**src/pkg/sgpio_pkg.sv**
```systemverilog
// package: register offsets, field positions and carrier types of the shared gpio ports
`default_nettype none
package sgpio_pkg;
   localparam logic [7:0] PORT_E_DATA_OFS = 8'h08;
   localparam logic [7:0] PORT_F_DATA_OFS = 8'h09;
   localparam logic [7:0] PORT_E_DIR_OFS  = 8'h0c; // chosen offset
   localparam logic [7:0] PORT_F_DIR_OFS  = 8'h0d; // chosen offset
   localparam logic [7:0] PORT_E_DIR_RST  = 8'h00;
   localparam logic [3:0] PORT_F_DIR_RST  = 4'h0;
   localparam int E_SCK = 7;
   localparam int E_MOSI = 6;
   localparam int E_MISO = 5;
   localparam int E_SS = 4;
   localparam int E_TCH1 = 3;
   localparam int E_TCH0 = 2;
   localparam int E_RXD = 1;
   localparam int E_TXD = 0;

   // pins of one port: level driven, active-low output enable
   typedef struct packed {
      logic [7:0] out;
      logic [7:0] oe_n;
   } sgpio_e_pins_t;

   typedef struct packed {
      logic [3:0] out;
      logic [3:0] oe_n;
   } sgpio_f_pins_t;

   // spi side of the port
   typedef struct packed {
      logic spi_enable_bit;
      logic spi_master_select;
      logic mode_fault_enable;
      logic sck_out;
      logic mosi_out;
      logic miso_out;
   } sgpio_spi_t;
endpackage : sgpio_pkg
`default_nettype wire

```
**src/rtl/sgpio_ports.sv**
```systemverilog
// shared general-purpose ports e (8 pins) and f (4 pins) with peripheral takeover
//
// Decided for this implementation: the strobed register port.
`timescale 1ns/1ps
`default_nettype none
module sgpio_ports (
   input  wire logic                    CLK,
   input  wire logic                    RESETN,
   input  wire logic                    CE,
   input  wire logic [7:0]              ADDR,
   input  wire logic [7:0]              WDATA,
   input  wire logic                    WR,
   input  wire logic                    RD,
   output var  logic [7:0]              RDATA,
   input  wire logic [7:0]              PE_IN,
   output var  sgpio_pkg::sgpio_e_pins_t PE_PINS,
   input  wire logic [3:0]              PF_IN,
   output var  sgpio_pkg::sgpio_f_pins_t PF_PINS,
   input  wire sgpio_pkg::sgpio_spi_t   SPI,
   output var  logic                    SPI_SCK_IN,
   output var  logic                    SPI_MOSI_IN,
   output var  logic                    SPI_MISO_IN,
   output var  logic                    SPI_SS_N_IN,
   input  wire logic                    SERIAL_ENABLE_BIT,
   input  wire logic                    SERIAL_TX,
   output var  logic                    SERIAL_RX,
   input  wire logic [5:0]              TIMER_CH_EN,
   input  wire logic [5:0]              TIMER_CH_OUT,
   input  wire logic [5:0]              TIMER_CH_OE,
   output var  logic [5:0]              TIMER_CH_IN
);

   logic [7:0] port_e_latch_reg;
   logic [7:0] port_e_dir_reg;
   logic [3:0] port_f_latch_reg;
   logic [3:0] port_f_dir_reg;
   logic [7:0] e_own;       // pin owned by a peripheral
   logic [7:0] e_per_oe;    // peripheral enable, active high
   logic [7:0] e_per_out;
   logic [7:0] e_view;
   logic [3:0] f_view;
   logic       spi_on;
   logic       spi_mst;     // spi enabled as master
   logic       spi_slv;     // spi enabled as slave
   logic       ss_used;
   logic       wr_e_data;   // write hits port e latches
   logic       wr_f_data;   // write hits port f latches
   logic       wr_e_dir;    // write hits port e direction
   logic       wr_f_dir;    // write hits port f direction
   logic [7:0] rdata_next;

   ////////////////////////////////////////////////////////////////////////////////
   // write decode

   // one hit line per register; a frozen clock enable blocks every write
   always_comb begin
      wr_e_data = CE && WR && (ADDR == sgpio_pkg::PORT_E_DATA_OFS);
      wr_f_data = CE && WR && (ADDR == sgpio_pkg::PORT_F_DATA_OFS);
      wr_e_dir  = CE && WR && (ADDR == sgpio_pkg::PORT_E_DIR_OFS);
      wr_f_dir  = CE && WR && (ADDR == sgpio_pkg::PORT_F_DIR_OFS);
   end

   ////////////////////////////////////////////////////////////////////////////////
   // register writes

   // data latches have no reset: their content survives reset
   always_ff @(posedge CLK) begin
      if (wr_e_data) begin
         port_e_latch_reg <= WDATA;
      end
      if (wr_f_data) begin
         port_f_latch_reg <= WDATA[3:0];
      end
   end

   // direction registers clear on reset, every pin not owned by a peripheral becomes an input
   always_ff @(posedge CLK) begin
      if (!RESETN) begin
         port_e_dir_reg <= sgpio_pkg::PORT_E_DIR_RST;
         port_f_dir_reg <= sgpio_pkg::PORT_F_DIR_RST;
      end else begin
         if (wr_e_dir) begin
            port_e_dir_reg <= WDATA;
         end
         if (wr_f_dir) begin
            port_f_dir_reg <= WDATA[3:0];
         end
      end
   end

   ////////////////////////////////////////////////////////////////////////////////
   // pin ownership

   // slave select is gpio when spi is off, or master without mode fault
   always_comb begin
      spi_on  = SPI.spi_enable_bit;
      spi_mst = SPI.spi_enable_bit && SPI.spi_master_select;
      spi_slv = SPI.spi_enable_bit && !SPI.spi_master_select;
      ss_used = spi_on && !(SPI.spi_master_select && !SPI.mode_fault_enable);
   end

   // pin seven: spi clock, output for a master, input for a slave
   always_comb begin
      if (spi_on) begin
         e_own[sgpio_pkg::E_SCK]     = 1'b1;
         e_per_oe[sgpio_pkg::E_SCK]  = spi_mst;
         e_per_out[sgpio_pkg::E_SCK] = SPI.sck_out;
      end else begin
         e_own[sgpio_pkg::E_SCK]     = 1'b0;
         e_per_oe[sgpio_pkg::E_SCK]  = 1'b0;
         e_per_out[sgpio_pkg::E_SCK] = 1'b0;
      end
   end

   // pin six: master out, driven only by a master
   always_comb begin
      if (spi_on) begin
         e_own[sgpio_pkg::E_MOSI]     = 1'b1;
         e_per_oe[sgpio_pkg::E_MOSI]  = spi_mst;
         e_per_out[sgpio_pkg::E_MOSI] = SPI.mosi_out;
      end else begin
         e_own[sgpio_pkg::E_MOSI]     = 1'b0;
         e_per_oe[sgpio_pkg::E_MOSI]  = 1'b0;
         e_per_out[sgpio_pkg::E_MOSI] = 1'b0;
      end
   end

   // pin five: slave out, driven only by a slave
   always_comb begin
      if (spi_on) begin
         e_own[sgpio_pkg::E_MISO]     = 1'b1;
         e_per_oe[sgpio_pkg::E_MISO]  = spi_slv;
         e_per_out[sgpio_pkg::E_MISO] = SPI.miso_out;
      end else begin
         e_own[sgpio_pkg::E_MISO]     = 1'b0;
         e_per_oe[sgpio_pkg::E_MISO]  = 1'b0;
         e_per_out[sgpio_pkg::E_MISO] = 1'b0;
      end
   end

   // pin four: slave select is an input, so its direction bit is ignored
   always_comb begin
      if (ss_used) begin
         e_own[sgpio_pkg::E_SS]     = 1'b1;
         e_per_oe[sgpio_pkg::E_SS]  = 1'b0;
         e_per_out[sgpio_pkg::E_SS] = 1'b0;
      end else begin
         e_own[sgpio_pkg::E_SS]     = 1'b0;
         e_per_oe[sgpio_pkg::E_SS]  = 1'b0;
         e_per_out[sgpio_pkg::E_SS] = 1'b0;
      end
   end

   // pin three: timer channel one when its edge/level select claims it
   always_comb begin
      if (TIMER_CH_EN[1]) begin
         e_own[sgpio_pkg::E_TCH1]     = 1'b1;
         e_per_oe[sgpio_pkg::E_TCH1]  = TIMER_CH_OE[1];
         e_per_out[sgpio_pkg::E_TCH1] = TIMER_CH_OUT[1];
      end else begin
         e_own[sgpio_pkg::E_TCH1]     = 1'b0;
         e_per_oe[sgpio_pkg::E_TCH1]  = 1'b0;
         e_per_out[sgpio_pkg::E_TCH1] = 1'b0;
      end
   end

   // pin two: timer channel zero when its edge/level select claims it
   always_comb begin
      if (TIMER_CH_EN[0]) begin
         e_own[sgpio_pkg::E_TCH0]     = 1'b1;
         e_per_oe[sgpio_pkg::E_TCH0]  = TIMER_CH_OE[0];
         e_per_out[sgpio_pkg::E_TCH0] = TIMER_CH_OUT[0];
      end else begin
         e_own[sgpio_pkg::E_TCH0]     = 1'b0;
         e_per_oe[sgpio_pkg::E_TCH0]  = 1'b0;
         e_per_out[sgpio_pkg::E_TCH0] = 1'b0;
      end
   end

   // pin one: serial receive, always an input while the serial unit is on
   always_comb begin
      if (SERIAL_ENABLE_BIT) begin
         e_own[sgpio_pkg::E_RXD]     = 1'b1;
         e_per_oe[sgpio_pkg::E_RXD]  = 1'b0;
         e_per_out[sgpio_pkg::E_RXD] = 1'b0;
      end else begin
         e_own[sgpio_pkg::E_RXD]     = 1'b0;
         e_per_oe[sgpio_pkg::E_RXD]  = 1'b0;
         e_per_out[sgpio_pkg::E_RXD] = 1'b0;
      end
   end

   // pin zero: serial transmit, driven even when idle so the line rests high
   always_comb begin
      if (SERIAL_ENABLE_BIT) begin
         e_own[sgpio_pkg::E_TXD]     = 1'b1;
         e_per_oe[sgpio_pkg::E_TXD]  = 1'b1;
         e_per_out[sgpio_pkg::E_TXD] = SERIAL_TX;
      end else begin
         e_own[sgpio_pkg::E_TXD]     = 1'b0;
         e_per_oe[sgpio_pkg::E_TXD]  = 1'b0;
         e_per_out[sgpio_pkg::E_TXD] = 1'b0;
      end
   end

   ////////////////////////////////////////////////////////////////////////////////
   // pin drivers, one per pin

   genvar gi;
   generate
      for (gi = 0; gi < 8; gi++) begin : g_pe
         always_comb begin
            if (e_own[gi]) begin
               PE_PINS.out[gi]  = e_per_out[gi];
               PE_PINS.oe_n[gi] = !e_per_oe[gi];
            end else begin
               PE_PINS.out[gi]  = port_e_latch_reg[gi];
               PE_PINS.oe_n[gi] = !port_e_dir_reg[gi];
            end
            // read view: direction bit chooses latch or pin, even when owned
            e_view[gi] = port_e_dir_reg[gi] ? port_e_latch_reg[gi] : PE_IN[gi];
         end
      end
      for (gi = 0; gi < 4; gi++) begin : g_pf
         always_comb begin
            if (TIMER_CH_EN[gi + 2]) begin
               PF_PINS.out[gi]  = TIMER_CH_OUT[gi + 2];
               PF_PINS.oe_n[gi] = !TIMER_CH_OE[gi + 2];
            end else begin
               PF_PINS.out[gi]  = port_f_latch_reg[gi];
               PF_PINS.oe_n[gi] = !port_f_dir_reg[gi];
            end
            f_view[gi] = port_f_dir_reg[gi] ? port_f_latch_reg[gi] : PF_IN[gi];
         end
      end
   endgenerate

   // peripherals see the raw pin levels; unused slave select and serial receive (serial unit off) read high
   always_comb begin
      SPI_SCK_IN  = PE_IN[sgpio_pkg::E_SCK];
      SPI_MOSI_IN = PE_IN[sgpio_pkg::E_MOSI];
      SPI_MISO_IN = PE_IN[sgpio_pkg::E_MISO];
      SPI_SS_N_IN = ss_used ? PE_IN[sgpio_pkg::E_SS] : 1'b1;
      SERIAL_RX   = SERIAL_ENABLE_BIT ? PE_IN[sgpio_pkg::E_RXD] : 1'b1;
      TIMER_CH_IN = {PF_IN, PE_IN[sgpio_pkg::E_TCH1], PE_IN[sgpio_pkg::E_TCH0]};
   end

   ////////////////////////////////////////////////////////////////////////////////
   // register reads, data one cycle after the strobe

   always_comb begin
      unique case (ADDR)
         sgpio_pkg::PORT_E_DATA_OFS: rdata_next = e_view;
         sgpio_pkg::PORT_F_DATA_OFS: rdata_next = {4'h0, f_view};
         sgpio_pkg::PORT_E_DIR_OFS:  rdata_next = port_e_dir_reg;
         sgpio_pkg::PORT_F_DIR_OFS:  rdata_next = {4'h0, port_f_dir_reg};
         default:                    rdata_next = 8'h00; // unmapped reads zero
      endcase
   end

   // data stand from the cycle after the strobe until a later CE cycle without RD loads zero; held while CE is low
   always_ff @(posedge CLK) begin
      if (!RESETN) begin
         RDATA <= 8'h00;
      end else if (CE) begin
         RDATA <= RD ? rdata_next : 8'h00;
      end
   end

endmodule : sgpio_ports
`default_nettype wire

```
**config.mk**
```make
export PLATFORM = sky130hd
export DESIGN_NAME = sgpio_ports
export DESIGN_NICKNAME = d
export VERILOG_FILES = /design/src/pkg/sgpio_pkg.sv /design/src/rtl/sgpio_ports.sv
export SDC_FILE = /design/constraint.sdc
export NUM_CORES = 1
export LEC_CHECK = 0
export BUFFER_PORTS_ARGS = -buffer_cell sky130_fd_sc_hd__buf_2
export CAP_MARGIN = 0
export CORE_UTILIZATION = 35
export CTS_CLUSTER_SIZE = 24
export DETAILED_ROUTE_END_ITERATION = 8
export GPL_TIMING_DRIVEN = 0
export PLACE_DENSITY = 0.75
export SLEW_MARGIN = 20
export SYNTH_ARGS = -nofsm -noshare
export SYNTH_HDL_FRONTEND = slang
export SYNTH_SLANG_ARGS = --single-unit
```
**constraint.sdc**
```tcl
create_clock -name CLK -period 1.8 [get_ports CLK]
set_input_delay 0.09 -clock CLK [delete_from_list [all_inputs] [get_ports CLK]]
set_output_delay 0.09 -clock CLK [all_outputs]
set_load 0.02 [all_outputs]
```
# After elaboration in Yosys (flattened, before gate mapping)
# Cells that the tools add are included.
# classes
mux	55
n_eq_ne	4
n_reduce_logical	33
# op_table
op	n
$mux 1	53
$eq 8x4->1 const B	4
$pmux 8 s4	1
$logic_not 1->1	24
$logic_and 1x1->1	9
$mux 8	1
# word_totals
word_cells	97
ff_bits	32
output_inout_bits	43
in_bits	59

# Logic depth before layout (Yosys ltp)
# Gate-level depths: netlist (run 1).
# depth
depth_word	6
ltp_mapped	5
depth_no_buf	3

# Worst setup path before layout (run 1)
# No wires, ideal clock.
# synth_path
path_type	input-to-reg
start	input port ADDR[7]
end	register port_e_latch_reg[0], enable pin
slack_ps	223
n_path_buf	0
cell_stages	3
arrival_time_ps	1193
required_time_ps	1417
setup_time_ps	383
path_cell_list	nor4b_4 nand2_1 nor3_1
# synth_between
elab_chain_len	2
# synth_lines
item	line	text
start: declaration	sgpio_ports.sv:10	input wire logic [7:0] ADDR,
$eq 8x4->1	sgpio_ports.sv:57	wr_e_data = CE && WR && (ADDR == sgpio_pkg::PORT_E_DATA_OFS);
$logic_and 1x1->1	sgpio_ports.sv:57	
named net wr_e_data	sgpio_ports.sv:46	logic wr_e_data;
end signal: assignment	sgpio_ports.sv:69	port_e_latch_reg <= WDATA;
end: declaration	sgpio_ports.sv:33	logic [7:0] port_e_latch_reg;
# The timed path passes the listed nets, and every way through them passes these cells.
# A chain may end at the register's enable or synchronous reset.

# Final worst setup path (run 1)
# layout_path
start	input port ADDR[7]
end	register port_e_latch_reg[4], enable pin
# The elaborated chain is that of the path after synthesis.

==> results of run 1 <==
routing by layer:
| metal | GRT usage (%) | vias to the layer above |
|---|---|---|
| li1 | - | 824 |
| met1 | 20.5 | 731 |
| met2 | 30.1 | 73 |
| met3 | 5.63 | 8 |
| met4 | 8.06 | 0 |
| met5 | 0 | - |
per-stage QoR:
stage / total power (µW) / TNS, ns / hold slack, ns / util, % / std cells
4_1_cts: 1560 / 0 / 0.00172 / 52.6 / 331
2_1_floorplan: 909 / 0 / 0.189 / - / 169
5_1_grt: 1600 / 0 / 0.00565 / 52.6 / 331
3_5_place_dp: 1040 / 0 / 0.288 / 50.2 / 320
6_report: 1540 / 0 / 0.00822 / 52.6 / 331
3_3_place_gp: 1030 / -3.03 / 0.283 / 50.1 / 320
final timing paths:
kind,endpoint,depth (start not counted),slack [ns]
max,port_e_latch_reg[4]$_DFFE_PP_,4,0.34
min,port_e_latch_reg[4]$_DFFE_PP_,1,0.008
max reg2reg,RDATA[2]$_SDFFE_PN0P_,3,0.64
min reg2reg,RDATA[6]$_SDFFE_PN0P_,2,0.45
report_power, final:
part           switching (µW)  internal [µW]  total (µW)
Sequential              0.364            751         751
Clock                     245            274         519
Combinational             147            125         273
Total                     392           1150        1540
layout by cell type (no fill, tap or decap):
master | synthesis | final
buf_2 | 2 | 101
nand2_1 | 28 | 28
dfxtp_1 | 20 | 20
mux2i_1 | 20 | 20
o21ai_0 | 18 | 18
inv_1 | 14 | 14
edfxtp_1 | 12 | 12
mux2_2 | 10 | 10
buf_4 | 9 | 9
o311ai_0 | 8 | 8
clkbuf_1 | 4 | 7
clkbuf_8 | 0 | 5
o31a_1 | 4 | 4
a32o_1 | 4 | 4
dlygate4sd3_1 | 0 | 3
nand2b_1 | 2 | 2
nor2b_1 | 2 | 2
nand4_1 | 2 | 2
nor4b_4 | 1 | 1
and4bb_2 | 1 | 1
nor3_2 | 0 | 1
nor3_1 | 2 | 1
and2_1 | 1 | 1
nor2_1 | 1 | 1
nand4_4 | 1 | 1
nor4bb_1 | 1 | 1
buf_1 | 1 | 1
and3_2 | 1 | 1
logic make-up (layout without fill, tap and decap cells):
group | Yosys count | in the layout
flops | 32 | 32
mux | 30 | 30
compound gates | 34 | 34
buf+inv | 30 | 140
simple gates | 43 | 43
cell type report:
class                   instances  area share (%)
plain buffers                  16            4.06
clock buffers                   8            3.38
inverters                      14            2.22
multi-input cells             107            33.4
flip-flops and latches         32            32.1
well taps                      52            2.74
repair buffers                102            22.2
==> summary.md, run 1 <==
| Metric | Value |
|---|---|
| Pwr/cell area | `650 nW/µm²` |
| CTS resizes | `0` |
| Area of the multi-input gates | `around 800 µm²` |
| Ports | `102` |
| Synth Area in Compound Gates | `13.9%` |
| Source of the critical timing path | `ADDR[7]` |
| Initial Util | `a little under two fifths` |
| Rel. slew slack | `50.3%` |
| Placed Area | `approximately 2300 µm²` |
| Synth area leader | `dfxtp_1` |
| #FFs+latches synth | `32` |
| Min-Delay Startpoint | `WDATA[4]` |
| Total CTS buffers | `5` |
| Setup bufs post-CTS | `0` |
| DP Wirelength | `3550 µm` |
| Async SR Flop Fraction | `0%` |
| Synth Cell Area | `1700 µm²` |
| Yosys warning count | `0` |
| Post-Synth Adder-Cell Area | `0%` |
| Drc violations | `0` |
| Buf/Inv on CP | `1` |
| Worst setup slack after layout | `0.339 ns` |
| Met3 wire length | `361 µm` |
| Clock sink count | `32` |
| Static leakage | `about 0.0012 µW` |
| Worst skew pair latency | `0.28 ns` |
| DR vias | `1636` |
| Worst slew pin tran | `between 0.7 and 0.8 ns` |
| Fraction of layout cells with a size suffix above 1 | `46.6%` |
| DR vias/cell | `4.94` |
| P&R area growth vs syn | `39.9%` |
| Worst EP arrival | `1.37 ns` |
| Count leader, synth | `nand2_1` |
| Endpoints failing hold | `0` |
| Synth top cells by count | `28 x nand2_1, 20 x dfxtp_1, 20 x mux2i_1` |
| CTS Hold Bufs | `3` |
| Synth top area cells | `dfxtp_1 24%, edfxtp_1 21%, mux2i_1 12%` |
| Primary FF master, synth | `dfxtp_1` |
| Cell Rows | `24` |
| Post-synth EDFFs | `12` |
| Gr ovfl total | `0` |
| Iteration count of the initial detailed-routing pass | `4` |
| Max Clk Rate | `0.685 GHz` |
| Final ANT Viol Nets | `0` |
| Slowest-stage cell, CP | `nor3_2` |
| Mux contribution to synthesized area | `18.5%` |
| Final Cell Area | `about 2400 µm²` |
| DRT met1 WL | `1760 µm` |
| Post-DR wirelength/cell | `13.3 µm` |
| Unrepaired setup endpoints after global routing | `false` |
| Worst-path clk slew | `0.06 ns` |
| Post-synthesis simple-gate area fraction | `14.0%` |
| # H-tree levels | `2` |
| Die Y-Extent | `71.6 µm` |
| Flip-flop and latch area | `approximately 760 µm²` |
| Synth unique cells | `25` |
| Status | `complete, no violations` |
| Max Cap Viol | `0` |
| Largest family of logic cells by synthesized area | `multiplexers` |
| Die W | `71.6 µm` |
| WP data required | `1.71 ns` |
| CORE AREA | `between 4000 and 5000 µm²` |
| Delay-heaviest family, CP | `simple AND/OR/NAND/NOR gates` |
| Crit path cell chain | `buf_2 > nor4b_4 > nand2_1 > nor3_2` |
| Worst IR drop on VDD | `305 µV` |
| Total track usage | `17.8%` |
| # nets final | `around 340` |
| Final RePlAce weighted congestion | `slightly below 0.8` |
| CTS max path bufs | `2` |
| Synth Instances | `169` |
| TritonCTS clock tree | `built` |
| Critical Path Sink Type | `flip-flop` |
| Dpl ws | `0.0326 ns` |
| Crit path max fanout | `8` |
| RR Startpoint | `port_f_latch_reg[2]$_DFFE_PP_` |
| Met2 wire length | `2240 µm` |
| Synth Area per Inst | `10.0 µm²` |
| Setup Skew | `0.00526 ns` |
| DRT iter0 DRCs | `78` |
| Crit path time final | `1.46 ns` |
| Antenna diodes | `0` |
| CP Class | `in2reg` |
| IO buf count | `99` |
| Die footprint | `5130 µm²` |
| First-pass GRT wire length | `roughly 7000 µm` |
| Syn nets | `roughly 230` |
| # fillers | `427` |
| Slew Limit Fails | `0` |
| Max layer used | `met4` |
| Largest net degree at the start of global routing | `11` |
| Root buf cell | `clkbuf_8` |
| Setup violators final | `0` |
| Detailed Route WL | `4420 µm` |
| Register area share after synthesis | `44.9%` |
| Yosys top cell area share | `between 20% and 30%` |
| Slowest stage delay, CP | `0.59 ns` |
| Worst setup SP type | `input port` |
| Initial antenna violation count | `0` |
| Crit share post-route | `around 81%` |
| Synth Area in XOR/XNOR | `0%` |
| Number of global-route vias before repair | `1553` |
| Tightest Hold Check Type | `in2reg` |
No activity file was read; power rests on OpenSTA's default activity.
==> inputs of run 2 (changes only) <==
==> constraint.sdc (replaced) <==
create_clock -name CLK -period 1.5 [get_ports CLK]
set_input_delay 0.075 -clock CLK [delete_from_list [all_inputs] [get_ports CLK]]
set_output_delay 0.075 -clock CLK [all_outputs]
set_load 0.02 [all_outputs]
==> run 2 against run 1 <==
Effect of this change: non-clock buffer count rose by 4; wire length fell by 1.5%; first-iteration DRC count fell by 18%; sequential cell count did not move; final area rose by 2.7%; clock skew fell by 0.0012 ns; sequential share of layout area fell by 0.84 points.
==> summary.md, run 2 (same netlist as run 1, synthesis figures left out) <==
| Metric | Value |
|---|---|
| Critical Path Sink Type | `flip-flop (unchanged)` |
| Tightest Hold Check Type | `in2reg (unchanged)` |
| CP Capture Point | `port_e_latch_reg[4]$_DFFE_PP_ (unchanged)` |
| R2R cell count | `3 (unchanged)` |
| Worst skew pair latency | `0.29 ns (was 0.28 ns)` |
| CP Class | `in2reg (unchanged)` |
| Worst setup SP type | `input port (unchanged)` |
| Most frequent cells in the layout | `101 x buf_2, 28 x nand2_1, 20 x dfxtp_1, 20 x mux2i_1, 18 x o21ai_0 (unchanged)` |
| DR vias | `1611 (was 1636)` |
| Setup slack, reg-to-reg | `0.39 ns (was 0.64 ns)` |
| Max Cap Viol | `0 (unchanged)` |
| WP data required | `1.43 ns (was 1.71 ns)` |
| R2R Path End | `RDATA[1]$_SDFFE_PN0P_ (was RDATA[2]$_SDFFE_PN0P_)` |
| CTS max path bufs | `2 (unchanged)` |
| Total CTS buffers | `5 (unchanged)` |
| Rel. slew slack | `67.0% (was 50.3%)` |
| Crit share post-route | `87.7%` |
| Clock sink count | `32 (unchanged)` |
| DP Wirelength | `3440 µm (was 3550 µm)` |
| Iteration count of the initial detailed-routing pass | `4 (unchanged)` |
| Unrepaired setup endpoints after global routing | `false (unchanged)` |
| Setup TNS | `0 ns (unchanged)` |
| Largest net degree at the start of global routing | `11 (unchanged)` |
| Power consumption | `1920 µW (was 1540 µW)` |
| Drc violations | `0 (unchanged)` |
| P&R area growth vs syn | `43.6% (was 39.9%)` |
| Die W | `71.6 µm (unchanged)` |
| Antenna diodes | `0 (unchanged)` |
| Worst IR drop on VDD | `430 µV (was 305 µV)` |
| Static leakage | `0.00119 µW (was 0.00116 µW)` |
| Worst slew pin tran | `0.496 ns (was 0.741 ns)` |
| Most common cell after layout, fill and taps aside | `buf_2 (unchanged)` |
| Final RePlAce weighted congestion | `0.765 (was 0.781)` |
| Initial antenna violation count | `0 (unchanged)` |
| Number of global-route vias before repair | `1417 (was 1553)` |
| Crit path max fanout | `8 (unchanged)` |
| Fraction of layout cells with a size suffix above 1 | `47.3% (was 46.6%)` |
| # nets final | `341 (was 337)` |
| Worst-path clk slew | `0.06 ns (about the same)` |
| Die Y-Extent | `71.6 µm (unchanged)` |
| Post-DR wirelength/cell | `13.0 µm (was 13.3 µm)` |
| Endpoints failing hold | `0 (unchanged)` |
| Die footprint | `5130 µm² (unchanged)` |
| Detailed Route WL | `4350 µm (was 4420 µm)` |
| Setup Skew | `0.00406 ns (was 0.00526 ns)` |
| Source of the critical timing path | `ADDR[7] (unchanged)` |
| IO buf count | `99 (unchanged)` |
| DR vias/cell | `4.81 (was 4.94)` |
| Ports | `102 (unchanged)` |
| Max Clk Rate | `0.760 GHz` |
| # H-tree levels | `2 (unchanged)` |
| Pwr/cell area | `787 nW/µm² (was 650 nW/µm²)` |
| Final ANT Viol Nets | `0 (unchanged)` |
| Gr ovfl total | `0 (unchanged)` |
| Root buf cell | `clkbuf_8 (unchanged)` |
| Setup violators final | `0 (unchanged)` |
| Slew Limit Fails | `0 (unchanged)` |
| Worst EP arrival | `1.24 ns (was 1.37 ns)` |
| Cell Rows | `24 (unchanged)` |
| DRT iter0 DRCs | `64 (was 78)` |
| Total track usage | `17.4% (was 17.8%)` |
| Initial Util | `37.6% (unchanged)` |
| TritonCTS clock tree | `built (unchanged)` |
| Status | `complete, no violations (unchanged)` |
| First-pass GRT wire length | `6690 µm (was 6870 µm)` |
| RR Startpoint | `port_e_latch_reg[1]$_DFFE_PP_ (was port_f_latch_reg[2]$_DFFE_PP_)` |
| CORE AREA | `4500 µm² (unchanged)` |
| Crit path time final | `1.32 ns` |
## run 2: cell types whose count changed in the layout (fill, tap and decap cells not counted), sizes merged
cell	previous run	this run
clkbuf	12	10
clkinv	0	2
dlygate4sd3	3	7
## run 2: cell type report
type | instances | area [µm²]
clock inverters | 2 | 10.0
inverters | 14 | 52.6
well taps | 52 | 65.1
flip-flops and latches | 32 | 761
repair buffers | 106 | 566
clock buffers | 6 | 82.6
plain buffers | 16 | 96.3
fillers | 436 | 2070
multi-input cells | 107 | 802
## run 2: worst min-delay path by stage
stage | startpoint | to | slack (ns) | cells after the start
after global routing | WDATA[2] | port_f_latch_reg[2]$_DFFE_PP_ | 0.001 | 1
after floorplan | WDATA[0] | port_e_latch_reg[0]$_DFFE_PP_ | 0.17 | 0
after global placement | WDATA[5] | port_e_latch_reg[5]$_DFFE_PP_ | 0.27 | 1
after detailed placement | WDATA[7] | port_e_latch_reg[7]$_DFFE_PP_ | 0.27 | 1
after CTS | WDATA[0] | port_f_latch_reg[0]$_DFFE_PP_ | 0.005 | 1
final | WDATA[2] | port_f_latch_reg[2]$_DFFE_PP_ | 0.01 | 1
## run 2: critical path, cell delays in order
cell and delay, ns:
buf_2 0.12, nor4b_4 0.43, nand2_1 0.20, nor3_4 0.42
## run 2: per-layer routing
metal | share of wire, % | track usage [%]
met2 | 48 | 29.2
met1 | 44 | 21.4
met4 | 1.3 | 5.88
met5 | 0 | 0
met3 | 6.5 | 5.20
## run 2: through the flow
stage | instance area (µm²) | setup WS, ns | instances | hold slack, ns | utilization [%]
6_report | 2430 | 0.184 | 335 | 0.0119 | 54.1
2_1_floorplan | 1700 | 0.172 | 169 | 0.174 | -
4_1_cts | 2410 | 0.0403 | 334 | 0.00544 | 53.6
5_1_grt | 2430 | 0.0622 | 335 | 0.00125 | 54.1
3_5_place_dp | 2260 | -0.269 | 320 | 0.272 | 50.2
3_3_place_gp | 2260 | -0.250 | 320 | 0.272 | 50.2
## run 2: what timing repair did
action | in CTS | in global routing
hold buffers | 6 | 1
gates resized for setup | 0 | 2
endpoints found under the hold margin | 8 | 2
setup endpoints to repair | 0 | 8
setup buffers | 0 | 0
## run 2: power by group
group	switching (µW)	internal (µW)
Combinational	179	157
Clock	313	365
Sequential	0.436	900
Total	493	1420
